==> src/verilog/pds_cfg.svh <==
/*
  Register indices, reset values, bit positions and limits for the
  loop divider and sync configuration bank.
  Assumes byte address = index * 4 on a 32-bit AHB-Lite bus.
*/
`ifndef PDS_CFG_SVH
`define PDS_CFG_SVH
// Register indices
`define PDS_IDX_DIV   6'h0D
`define PDS_IDX_LOCK  6'h0E
`define PDS_IDX_BAND  6'h0F
`define PDS_IDX_SCTL  6'h10
`define PDS_IDX_PREQ  6'h11
`define PDS_IDX_SSTAT 6'h12
`define PDS_IDX_PHRB  6'h13
// Reset values
`define PDS_DIV_RST   8'hC9
`define PDS_SCTL_RST  8'h48
`define PDS_PREQ_RST  6'h00
// Bit positions
`define PDS_B_SYNC_EN 3'h7
`define PDS_B_RATE    3'h6
`define PDS_B_EDGE    3'h3
`define PDS_B_PLOCK   3'h7
`define PDS_B_SLOST   3'h7
`define PDS_B_SLOCK   3'h6
// Phase counter top
`define PDS_PH_MAX    6'h3F
`endif

==> src/verilog/pds_pkg.sv <==
/*
  Types for the loop divider and sync configuration bank.
  Assumes an AHB-Lite master with single word transfers.
*/
package pds_pkg;
  typedef struct packed {
    logic        hsel;
    logic [31:0] haddr;
    logic [1:0]  htrans;
    logic        hwrite;
    logic [2:0]  hsize;
    logic [31:0] hwdata;
    logic        hready;
  } pds_ahb_req_t;
  typedef struct packed {
    logic [31:0] hrdata;
    logic        hreadyout;
    logic        hresp;
  } pds_ahb_rsp_t;
  typedef struct packed {
    logic       locked;
    logic [3:0] vco_volt;
    logic [5:0] band;
  } pds_pll_stat_t;
  typedef enum logic [1:0] {SY_OFF, SY_ACQ, SY_LOCK} pds_sy_st_t;
endpackage

==> src/verilog/pds_regs.sv <==
/*
  Loop divider and sync configuration bank with AHB-Lite slave.
  Assumes ref_clk is the sample clock; loop status and sync pins are
  asynchronous; buf_rst_tick comes from logic on ref_clk.
*/
// Decided for this implementation: the AHB-Lite slave port.
// Contract
// - controller clock divider code 0..3 divides sample clock by 2,4,8,16
// - oscillator divider code gives ratio 1,2,4,4; default 10
// - loop divider code gives ratio 2,4,8,16; default 01
// - lock status bit 7 reads 1 while loop tracks reference
// - lock status bits 3:0 read oscillator control voltage
// - band readback bits 5:0 show oscillator band in use
// - sync control bit 7 enables sync logic, reset 0
// - bit 6 picks buffer reset rate (0) or data rate (1), default 1
// - bit 3 picks falling (0) or rising (1) sync edge, default 1
// - averaging code n averages 2 to the n phase samples
// - phase request 0..63 sample cycles, default 0
// - requested offset shifts output timing relative to sync input
// - averaged phase readable in 6.2 format
// - sync locked flag, and latched sync lost flag
`timescale 1ns/1ns
`include "pds_cfg.svh"
module pds_regs (
  // Clock and reset
  input  wire logic                  ref_clk,
  input  wire logic                  reset_n,
  // AHB-Lite slave
  input  wire pds_pkg::pds_ahb_req_t ahb_req,
  output      pds_pkg::pds_ahb_rsp_t ahb_rsp,
  // Analog loop status and sync pins
  input  wire pds_pkg::pds_pll_stat_t pll_stat,
  input  wire logic                  sync_in,
  input  wire logic                  buf_rst_tick,
  // Divider controls
  output      logic                  ctl_clk_en,
  output      logic [4:0]            ctl_ratio,
  output      logic [2:0]            osc_ratio,
  output      logic [4:0]            loop_ratio,
  // Aligned output timing
  output      logic                  sync_frame
);
  import pds_pkg::*;

  function automatic logic [4:0] pow2_ratio(input logic [1:0] c);
    pow2_ratio = 5'h02 << c;
  endfunction
  function automatic logic [2:0] osc_ratio_f(input logic [1:0] c);
    osc_ratio_f = (c == 2'h0) ? 3'h1 : (c == 2'h1) ? 3'h2 : 3'h4;
  endfunction

  logic [7:0]    div_q, div_d, sctl_q, sctl_d, rd_q, rd_d;
  logic [7:0]    nav_q, nav_d, avg_q, avg_d, samp_n;
  logic [5:0]    preq_q, preq_d, idx_q, idx_d, ph_q, ph_d, samp;
  logic [10:0]   ps1_q, ps2_q, ps3_q, pst_q, pst_d;
  logic          sy1_q, sy2_q, sy3_q, lvl_q, lvl_d;
  logic          wr_q, wr_d, cen_q, cen_d, frm_q, frm_d, lost_q, lost_d;
  logic [3:0]    cdiv_q, cdiv_d;
  logic [12:0]   sum_q, sum_d;
  logic [14:0]   sum4;
  pds_sy_st_t    st_q, st_d;
  logic          ap, wr_div, edge_ok, acc, clr_lost, win_end;
  pds_pll_stat_t pst;

  // Address phase and register write strobe
  assign ap     = ahb_req.hsel && ahb_req.htrans[1] && ahb_req.hready;
  assign wr_div = wr_q && (idx_q == `PDS_IDX_DIV);
  assign clr_lost = wr_q && (idx_q == `PDS_IDX_SSTAT)
                    && ahb_req.hwdata[`PDS_B_SLOST];
  assign pst    = pds_pll_stat_t'(pst_q);

  // Bus pipeline and register writes
  always_comb
  begin
    wr_d   = ap && ahb_req.hwrite && (ahb_req.haddr[31:8] == 24'h0);
    idx_d  = ahb_req.haddr[7:2];
    div_d  = div_q;
    sctl_d = sctl_q;
    preq_d = preq_q;
    rd_d   = rd_q;
    if (wr_q)
    begin
      case (idx_q)
        `PDS_IDX_DIV:  div_d  = ahb_req.hwdata[7:0];
        `PDS_IDX_SCTL: sctl_d = ahb_req.hwdata[7:0];
        `PDS_IDX_PREQ: preq_d = ahb_req.hwdata[5:0];
        default:       preq_d = preq_q;
      endcase
    end
    if (ap && !ahb_req.hwrite)
    begin
      if (ahb_req.haddr[31:8] != 24'h0)
        rd_d = 8'h00;
      else
      begin
        case (ahb_req.haddr[7:2])
          `PDS_IDX_DIV:   rd_d = div_d;   // Sees a pending write
          `PDS_IDX_LOCK:  rd_d = {pst.locked, 3'h0, pst.vco_volt};
          `PDS_IDX_BAND:  rd_d = {2'h0, pst.band};
          `PDS_IDX_SCTL:  rd_d = sctl_d;
          `PDS_IDX_PREQ:  rd_d = {2'h0, preq_d};
          `PDS_IDX_SSTAT: rd_d = {lost_q, st_q == SY_LOCK, 6'h00};
          `PDS_IDX_PHRB:  rd_d = avg_q;
          default:        rd_d = 8'h00;
        endcase
      end
    end
  end

  // Reset restores documented defaults
  always_ff @(posedge ref_clk or negedge reset_n)
  begin
    if (!reset_n)
    begin
      div_q  <= `PDS_DIV_RST;
      sctl_q <= `PDS_SCTL_RST;
      preq_q <= `PDS_PREQ_RST;
      wr_q   <= 1'b0;
      idx_q  <= 6'h00;
      rd_q   <= 8'h00;
    end
    else
    begin
      div_q  <= div_d;
      sctl_q <= sctl_d;
      preq_q <= preq_d;
      wr_q   <= wr_d;
      idx_q  <= idx_d;
      rd_q   <= rd_d;
    end
  end

  // Zero wait state slave, always OKAY
  assign ahb_rsp.hrdata    = {24'h000000, rd_q};
  assign ahb_rsp.hreadyout = 1'b1;
  assign ahb_rsp.hresp     = 1'b0;
  // Pin synchronisers; a change counts once stages two and three agree
  always_comb
  begin
    pst_d = (ps2_q & ~(ps2_q ^ ps3_q)) | (pst_q & (ps2_q ^ ps3_q));
    lvl_d = (sy2_q == sy3_q) ? sy3_q : lvl_q;
  end
  always_ff @(posedge ref_clk or negedge reset_n)
  begin
    if (!reset_n)
    begin
      ps1_q <= 11'h000;
      ps2_q <= 11'h000;
      ps3_q <= 11'h000;
      pst_q <= 11'h000;
      sy1_q <= 1'b0;
      sy2_q <= 1'b0;
      sy3_q <= 1'b0;
      lvl_q <= 1'b0;
    end
    else
    begin
      ps1_q <= pll_stat;
      ps2_q <= ps1_q;
      ps3_q <= ps2_q;
      pst_q <= pst_d;
      sy1_q <= sync_in;
      sy2_q <= sy1_q;
      sy3_q <= sy2_q;
      lvl_q <= lvl_d;
    end
  end

  // Controller clock enable divider, restarted on divider write
  always_comb
  begin
    cdiv_d = cdiv_q + 4'h1;
    cen_d  = 1'b0;
    if (wr_div)
      cdiv_d = 4'h0;
    else if (cdiv_q == 4'(pow2_ratio(div_q[7:6]) - 5'h01))
    begin
      cdiv_d = 4'h0;
      cen_d  = 1'b1;
    end
  end
  always_ff @(posedge ref_clk or negedge reset_n)
  begin
    if (!reset_n)
    begin
      cdiv_q <= 4'h0;
      cen_q  <= 1'b0;
    end
    else
    begin
      cdiv_q <= cdiv_d;
      cen_q  <= cen_d;
    end
  end

  assign ctl_clk_en = cen_q;
  assign ctl_ratio  = pow2_ratio(div_q[7:6]);
  assign osc_ratio  = osc_ratio_f(div_q[3:2]);
  assign loop_ratio = pow2_ratio(div_q[1:0]);

  // Accepted sync edge: polarity, enable and rate gate
  assign edge_ok = sctl_q[`PDS_B_EDGE] ? (lvl_d && !lvl_q)
                                       : (!lvl_d && lvl_q);
  assign acc     = edge_ok && sctl_q[`PDS_B_SYNC_EN]
                   && (sctl_q[`PDS_B_RATE] || buf_rst_tick);
  assign samp    = `PDS_PH_MAX - ph_q - 6'h01;  // Equals request if no reload
  assign samp_n  = 8'h01 << sctl_q[2:0];
  assign win_end = acc && (nav_q + 8'h01 == samp_n);
  assign sum4    = {sum_q + {7'h00, samp}, 2'b00};

  // Phase counter, averaging and sync state
  always_comb
  begin
    ph_d   = ph_q + 6'h01;
    sum_d  = sum_q;
    nav_d  = nav_q;
    avg_d  = avg_q;
    st_d   = st_q;
    lost_d = lost_q && !clr_lost;
    if (acc)
    begin
      ph_d  = `PDS_PH_MAX - preq_q;
      sum_d = sum_q + {7'h00, samp};
      nav_d = nav_q + 8'h01;
    end
    frm_d = (ph_d == `PDS_PH_MAX);
    if (win_end)
    begin
      avg_d = 8'(sum4 >> sctl_q[2:0]);
      sum_d = 13'h0000;
      nav_d = 8'h00;
    end
    case (st_q)
      SY_OFF:
        if (sctl_q[`PDS_B_SYNC_EN])
          st_d = SY_ACQ;
      SY_ACQ:
        if (win_end && avg_d == {preq_q, 2'b00})
          st_d = SY_LOCK;
      SY_LOCK:
        if (win_end && avg_d != {preq_q, 2'b00})
        begin
          st_d   = SY_ACQ;
          lost_d = 1'b1;
        end
      default:
        st_d = SY_OFF;
    endcase
    if (!sctl_q[`PDS_B_SYNC_EN])
    begin
      st_d  = SY_OFF;
      sum_d = 13'h0000;
      nav_d = 8'h00;
    end
  end
  always_ff @(posedge ref_clk or negedge reset_n)
  begin
    if (!reset_n)
    begin
      ph_q   <= 6'h00;
      frm_q  <= 1'b0;
      sum_q  <= 13'h0000;
      nav_q  <= 8'h00;
      avg_q  <= 8'h00;
      lost_q <= 1'b0;
      st_q   <= SY_OFF;
    end
    else
    begin
      ph_q   <= ph_d;
      frm_q  <= frm_d;
      sum_q  <= sum_d;
      nav_q  <= nav_d;
      avg_q  <= avg_d;
      lost_q <= lost_d;
      st_q   <= st_d;
    end
  end

  assign sync_frame = frm_q;
  // Checking helpers: cycles since last enable pulse
  logic [4:0] gap_q;
  logic       seen_q;
  always_ff @(posedge ref_clk or negedge reset_n)
  begin
    if (!reset_n)
    begin
      gap_q  <= 5'h00;
      seen_q <= 1'b0;
    end
    else
    begin
      gap_q  <= (cen_q || wr_div) ? 5'h00 : gap_q + 5'h01;
      seen_q <= (seen_q || cen_q) && !wr_div;
    end
  end
endmodule // pds_regs

==> config.mk <==
export PLATFORM = sky130hd
export DESIGN_NAME = pds_regs
export DESIGN_NICKNAME = d
export VERILOG_FILES = /design/src/verilog/pds_pkg.sv /design/src/verilog/pds_regs.sv
export VERILOG_INCLUDE_DIRS = /design/src /design/src/verilog
export SDC_FILE = /design/constraint.sdc
export NUM_CORES = 1
export LEC_CHECK = 0
export BUFFER_PORTS_ARGS = -buffer_cell sky130_fd_sc_hd__buf_2
export CORE_MARGIN = 4
export CORE_UTILIZATION = 55
export CTS_CLUSTER_DIAMETER = 60
export DETAILED_ROUTE_END_ITERATION = 12
export PLACE_DENSITY_LB_ADDON = 0.08
export RECOVER_POWER = 25
export SYNTH_ARGS = -nofsm -noshare
export SYNTH_HDL_FRONTEND = slang
export SYNTH_SLANG_ARGS = --single-unit
==> constraint.sdc <==
create_clock -name ref_clk -period 4.55 [get_ports ref_clk]
set_input_delay 0.91 -clock ref_clk [delete_from_list [all_inputs] [get_ports ref_clk]]
set_output_delay 0.91 -clock ref_clk [all_outputs]
set_load 0.1 [all_outputs]
=== Word level (Yosys, flattened, before mapping) ===
Cells that the tools add are included.

* ROM bits: 0
* Memories kept: 0
* Bits in latches: 0
* RAM bits: 0
* Word-level logic and storage cells: 119
* Output and inout bits: 49
* Register bits after elaboration: 129

* Equality and inequality tests: 23
* Add/subtract/negate cells: 8
* $mul: 0
* Reductions and logical operators: 26
* Order comparisons: 0
* Divide/modulo/power cells: 0
* Shifts and indexed selects: 4
* Bitwise gates (word level): 5
* Mux-type cells: 30

{| class="wikitable"
|+ Operators with widths
! operator !! count
|-
| two-way mux 8 bit || 9
|-
| one-hot mux 8 bit (7 select lines) || 1
|-
| == test 6 x 5 -> 1 bit, second input constant || 7
|-
| two-way mux 13 bit || 3
|-
| == test 6 x 4 -> 1 bit, second input constant || 4
|-
| zero test 24 bit || 1
|-
| nonzero test 24 bit || 1
|-
| AND 11 bit || 2
|-
| two-way mux 6 bit || 3
|-
| == test 8 bit || 2
|-
| logical AND 1 bit || 16
|-
| right shift 15 x 3 -> 8 bit || 1
|-
| adder 13 x 6 -> 13 bit || 1
|-
| subtractor 6 bit, first input constant || 2
|-
| NOT 11 bit || 1
|-
| bitwise OR 11 bit || 1
|-
| XOR 11 bit || 1
|-
| << shifter 2 x 2 -> 5 bit, first input constant || 2
|-
| adder 8 x 1 -> 8 bit, second input constant || 1
|-
| two-way mux 4 bit || 2
|-
| != test 8 bit || 1
|-
| << shifter 1 x 3 -> 8 bit, first input constant || 1
|-
| adder 6 x 1 -> 6 bit, second input constant || 1
|-
| == test 6 bit, second input constant || 1
|-
| 18 further kinds || 31
|}

=== Depth between registers and ports, before layout ===
* Depth in word-level cells: 14
* Depth in mapped cells: 14
* Gate-level depth less buffers: 13

=== Worst setup path before layout ===
OpenSTA, ideal clock, no wires.

* Kind: reg2reg
* Start point: register ph_q[0]
* End point: register st_q[0]
* Clock period less this slack: 3.206 ns
* Slack: 1.344 ns
* Stages on the path, launching flop included: 14
* Library setup time: 0.142 ns
* Data arrival time: 3.065 ns
* Data required time: 4.408 ns
* Path buffers: 1
* Path through: dfrtp_1 > ha_1 > inv_1 > fa_1 > a211o_1 > buf_6 > a21oi_4 > o2111ai_2 > o2111a_2 > nor4_4 > nor2_1 > nor4_2 > a21o_1 > a41oi_1

* Word-level cells in the longest chain between the ends: 9
* Elaborated cells between the ends (all ways): 12

{| class="wikitable"
|+ RTL lines
! item !! line !! text
|-
| start: declaration || pds_regs.sv:54 || <nowiki>logic [5:0] preq_q, preq_d, idx_q, idx_d, ph_q, ph_d, samp;</nowiki>
|-
| start signal: assignment || pds_regs.sv:270 || <nowiki>ph_q <= ph_d;</nowiki>
|-
| subtractor 6 bit (no line) (*) || n/a ||
|-
| subtractor 6 x 1 -> 6 bit (no line) (*) || n/a ||
|-
| adder 13 x 6 -> 13 bit (*) || pds_regs.sv:209 || <nowiki>assign sum4 = {sum_q + {7'h00, samp}, 2'b00};</nowiki>
|-
| right shift 15 x 3 -> 8 bit (*) || pds_regs.sv:229 || <nowiki>avg_d = 8'(sum4 >> sctl_q[2:0]);</nowiki>
|-
| two-way mux 8 bit (*) || pds_regs.sv:227 || <nowiki>if (win_end)</nowiki>
|-
| == test 8 bit / != test 8 bit (equally long branches) || pds_regs.sv:238, pds_regs.sv:241 ||
|-
| logical AND 1 bit, on equally long branches || pds_regs.sv:238, pds_regs.sv:241 ||
|-
| != test 3 bit (no line) / != test 3 x 2 -> 1 bit (equally long branches) || n/a ||
|-
| AND reduction 2 bit (no line) (*) || n/a ||
|-
| end signal: assignment || pds_regs.sv:276 || <nowiki>st_q <= st_d;</nowiki>
|-
| end: declaration || pds_regs.sv:61 || <nowiki>pds_sy_st_t st_q, st_d;</nowiki>
|}

Every way passes the cells marked *; elsewhere a longest branch is shown, timed or not.
A chain may end at the register's enable or synchronous reset.

=== Worst setup path in the final report ===
* Start point: register ph_q[0]
* End point: register st_q[1]

Same word-level chain as after synthesis.

==> results.md <==
- Final period util: 82.6%
- Synth-to-layout area growth: 13.2%
- Most used DFF post-synth: dfrtp_1
- Worst setup startpoint: ph_q[0]$_DFF_PN0_
- Setup bufs post-CTS: 0
- Dpl cells: ~920
- Top-Level Pins: 136
- Post-Syn Area: 7090 sq um
- Gr usage total: approximately 23%
- Required time worst endpoint: 4.85 ns
- Slew HR: -61.9%
- Most common cell after layout, fill and taps aside: dfrtp_1
- CP Capture Type: flip-flop
- Port bufs: between 70 and 80
- Largest net degree at the start of global routing: 101
- Syn Area/Cell: 10.1 sq um
- Source of the worst register-to-register timing path: ph_q[0]$_DFF_PN0_
- Skew-Pair Late Insertion Delay: ~0.42 ns
- Max_cap viols: 1
- Final ANT Viol Nets: 0
- Commonest non-fill, non-tap cells in the layout: 123 x dfrtp_1, 70 x buf_2, 61 x nand2_1
- Root Driver: clkbuf_16
- Violated checks: capacitance limit, slew limit
- DP Wirelength: 11.9 mm
- Row Count: 41
- Fillers: 1048
- Drt total wl: 16.5 mm
- First-pass GRT wire length: 26.8 mm
- Grt ovf: 0
- Yosys reg bits: 129
- WHS: approximately 0.35 ns
- Crit path launch type: flip-flop
- Worst EP arrival: 4.07 ns
- Final setup vio count: 0
- Routed via count: 5585
- Initial antenna violation count: 0
- Number of global-route vias before repair: 5447
- Status: complete, but fails checks
- DR vias/cell: between 5 and 6
- CTS resizes: 0
- Worst setup slack after layout: about 0.79 ns
- Hold bufs inserted after CTS: 0
- Routed WL per cell: around 17 microns
- Final net count: 860
- CTS tree: yes
- CTS sink count: 129
- Final setup TNS: 0 ns
- VDD IR max: 0.000388 V
- Critical path class: flip-flop to flip-flop
- Warnings from Yosys: 0
- Pins over their slew limit: 101
- Final hold viol count: 0
- Core area: 12600 sq um
- Worst slack, placed: 0.844 ns
- Leak: 3.50 nW
- Chip width: ~120 microns
- Drt pass-1 iters: 6
- Achievable Freq: 0.266 GHz
- Async SR Flop Fraction: 100%
- GPL Wtd Cong: 0.939
- Post-layout min period: 3.76 ns
- Seq/Total Area, Yosys: 45.6%
- RSZ-0062 raised after global routing: no
- Post-Syn Instances: 700
- Slew of the pin with the lowest slew margin: 2.43 ns
- Starting DRT DRC Count: 338
- Clock skew: approximately 0.015 ns
- Die height: roughly 120 microns
- Reg2reg setup slack: 0.79 ns
- Total power per unit cell area: between 300 and 400 nW/um^2
- Clock tree buffer depth: 2
- Crit-path max FO: 10
- Reg clk slew, reported paths: roughly 0.060 ns
- Share of layout cells above drive strength 1: 20.4%
- Antenna diodes: 0
- CTS buffer count: 17
- Number of synthesized flops with an enable pin: 0
- # DRC: 0
- DIE AREA: 14800 sq um
- Hold WC Path Type: flip-flop to flip-flop
- Layout Cells excl Fill: 948
- Unique masters post-synth: approximately 90
- H-tree depth: 4
- Worst Min Path Start: ps1_q[10]$_DFF_PN0_
- Initial Utilization: 56.2%
## per-stage QoR
stage / util (%) / power [mW] / cell area, sq um
floorplan: - / 1.48 / 7190
global placement: 58.9 / 1.53 / 7430
detailed placement: 58.9 / 1.54 / 7430
CTS: 63.7 / 2.96 / 8040
global route: 63.6 / 3.04 / 8030
finish: 63.6 / 2.93 / 8030
## routing by layer
metal	GRT usage, %	part of all wire (%)	vias up
met5	0	0	-
met4	7.84	1.8	0
met3	4.85	5.6	26
met2	39.2	50	180
met1	29.0	42	2738
li1	-	-	2641
## sequential cells by signal, indices dropped and copies added, names as in the netlist, 8 cells and up, named ones only
register,cells
sctl_q,8
ps2_q,11
avg_q,8
nav_q,8
sum_q,13
ps3_q,11
rd_q,8
ps1_q,11
div_q,8
## layout make-up
type,instances,area (sq um),area share [%]
Multi-Input combinational cell,523,3520,43.9
Clock inverter,13,178,2.21
Inverter,12,45.0,0.561
Sequential cell,129,3240,40.3
Clock buffer,19,433,5.39
Tap cell,172,215,2.68
Timing Repair Buffer,80,400,4.99
## worst max-delay path: stages (launching register included)
cell,delay [ns]
dfrtp_1,0.42
nand3_1,0.15
nor2_1,0.07
xnor2_1,0.34
ha_1,0.44
a21oi_1,0.44
o21ai_1,0.24
a211oi_2,0.34
mux2i_1,0.13
o221ai_1,0.28
o2111ai_1,0.16
and4bb_4,0.24
and4_1,0.19
a22o_1,0.19
## worst paths after layout
path,cells after the start,to
worst min register to register,0,ps2_q[10]$_DFF_PN0_
min in group asynchronous,1,sum_q[6]$_DFFE_PN0P_
max in group asynchronous,2,div_q[6]$_DFF_PN1_
worst max register to register,13,st_q[1]$_DFFE_PN0P_
worst min-delay path,0,ps2_q[10]$_DFF_PN0_
worst max-delay path,13,st_q[1]$_DFFE_PN0P_
## synthesized netlist by cell type, drive strengths merged, types with 8 or more instances
cell type,n,area (sq um)
dfrtp,123,3080
nand2,61,229
o21ai,53,269
buf,46,327
nor2,43,161
nand3,28,153
a21oi,27,150
mux2,21,236
xnor2,17,156
clkbuf,16,61.3
nand2b,14,87.6
maj3,12,120
mux2i,12,120
nor4,12,103
inv,11,41.3
nand4,11,68.8
o211ai,10,90.1
and3,9,56.3
ha,9,113
nor2b,9,56.3
xor2,9,78.8
a22o,8,70.1
nand3b,8,60.1
## kinds of logic after synthesis
group | count (synthesis) | share of synthesized area [%]
AOI/OAI and AO/OA | 179 | 18.2
xor gates and xnor gates | 26 | 3.32
adders and majority gates | 22 | 3.57
buffers and inverters | 74 | 6.11
DFF | 129 | 45.6
muxes | 33 | 5.03
other | 2 | 0.106
and+or+nand+nor | 235 | 18.0
## power breakdown
part	total, mW	internal (mW)	switching (mW)
clock	1.41	0.875	0.532
combinational	0.283	0.0709	0.212
sequential	1.24	1.20	0.0396
(Power assumes the default switching activity.)
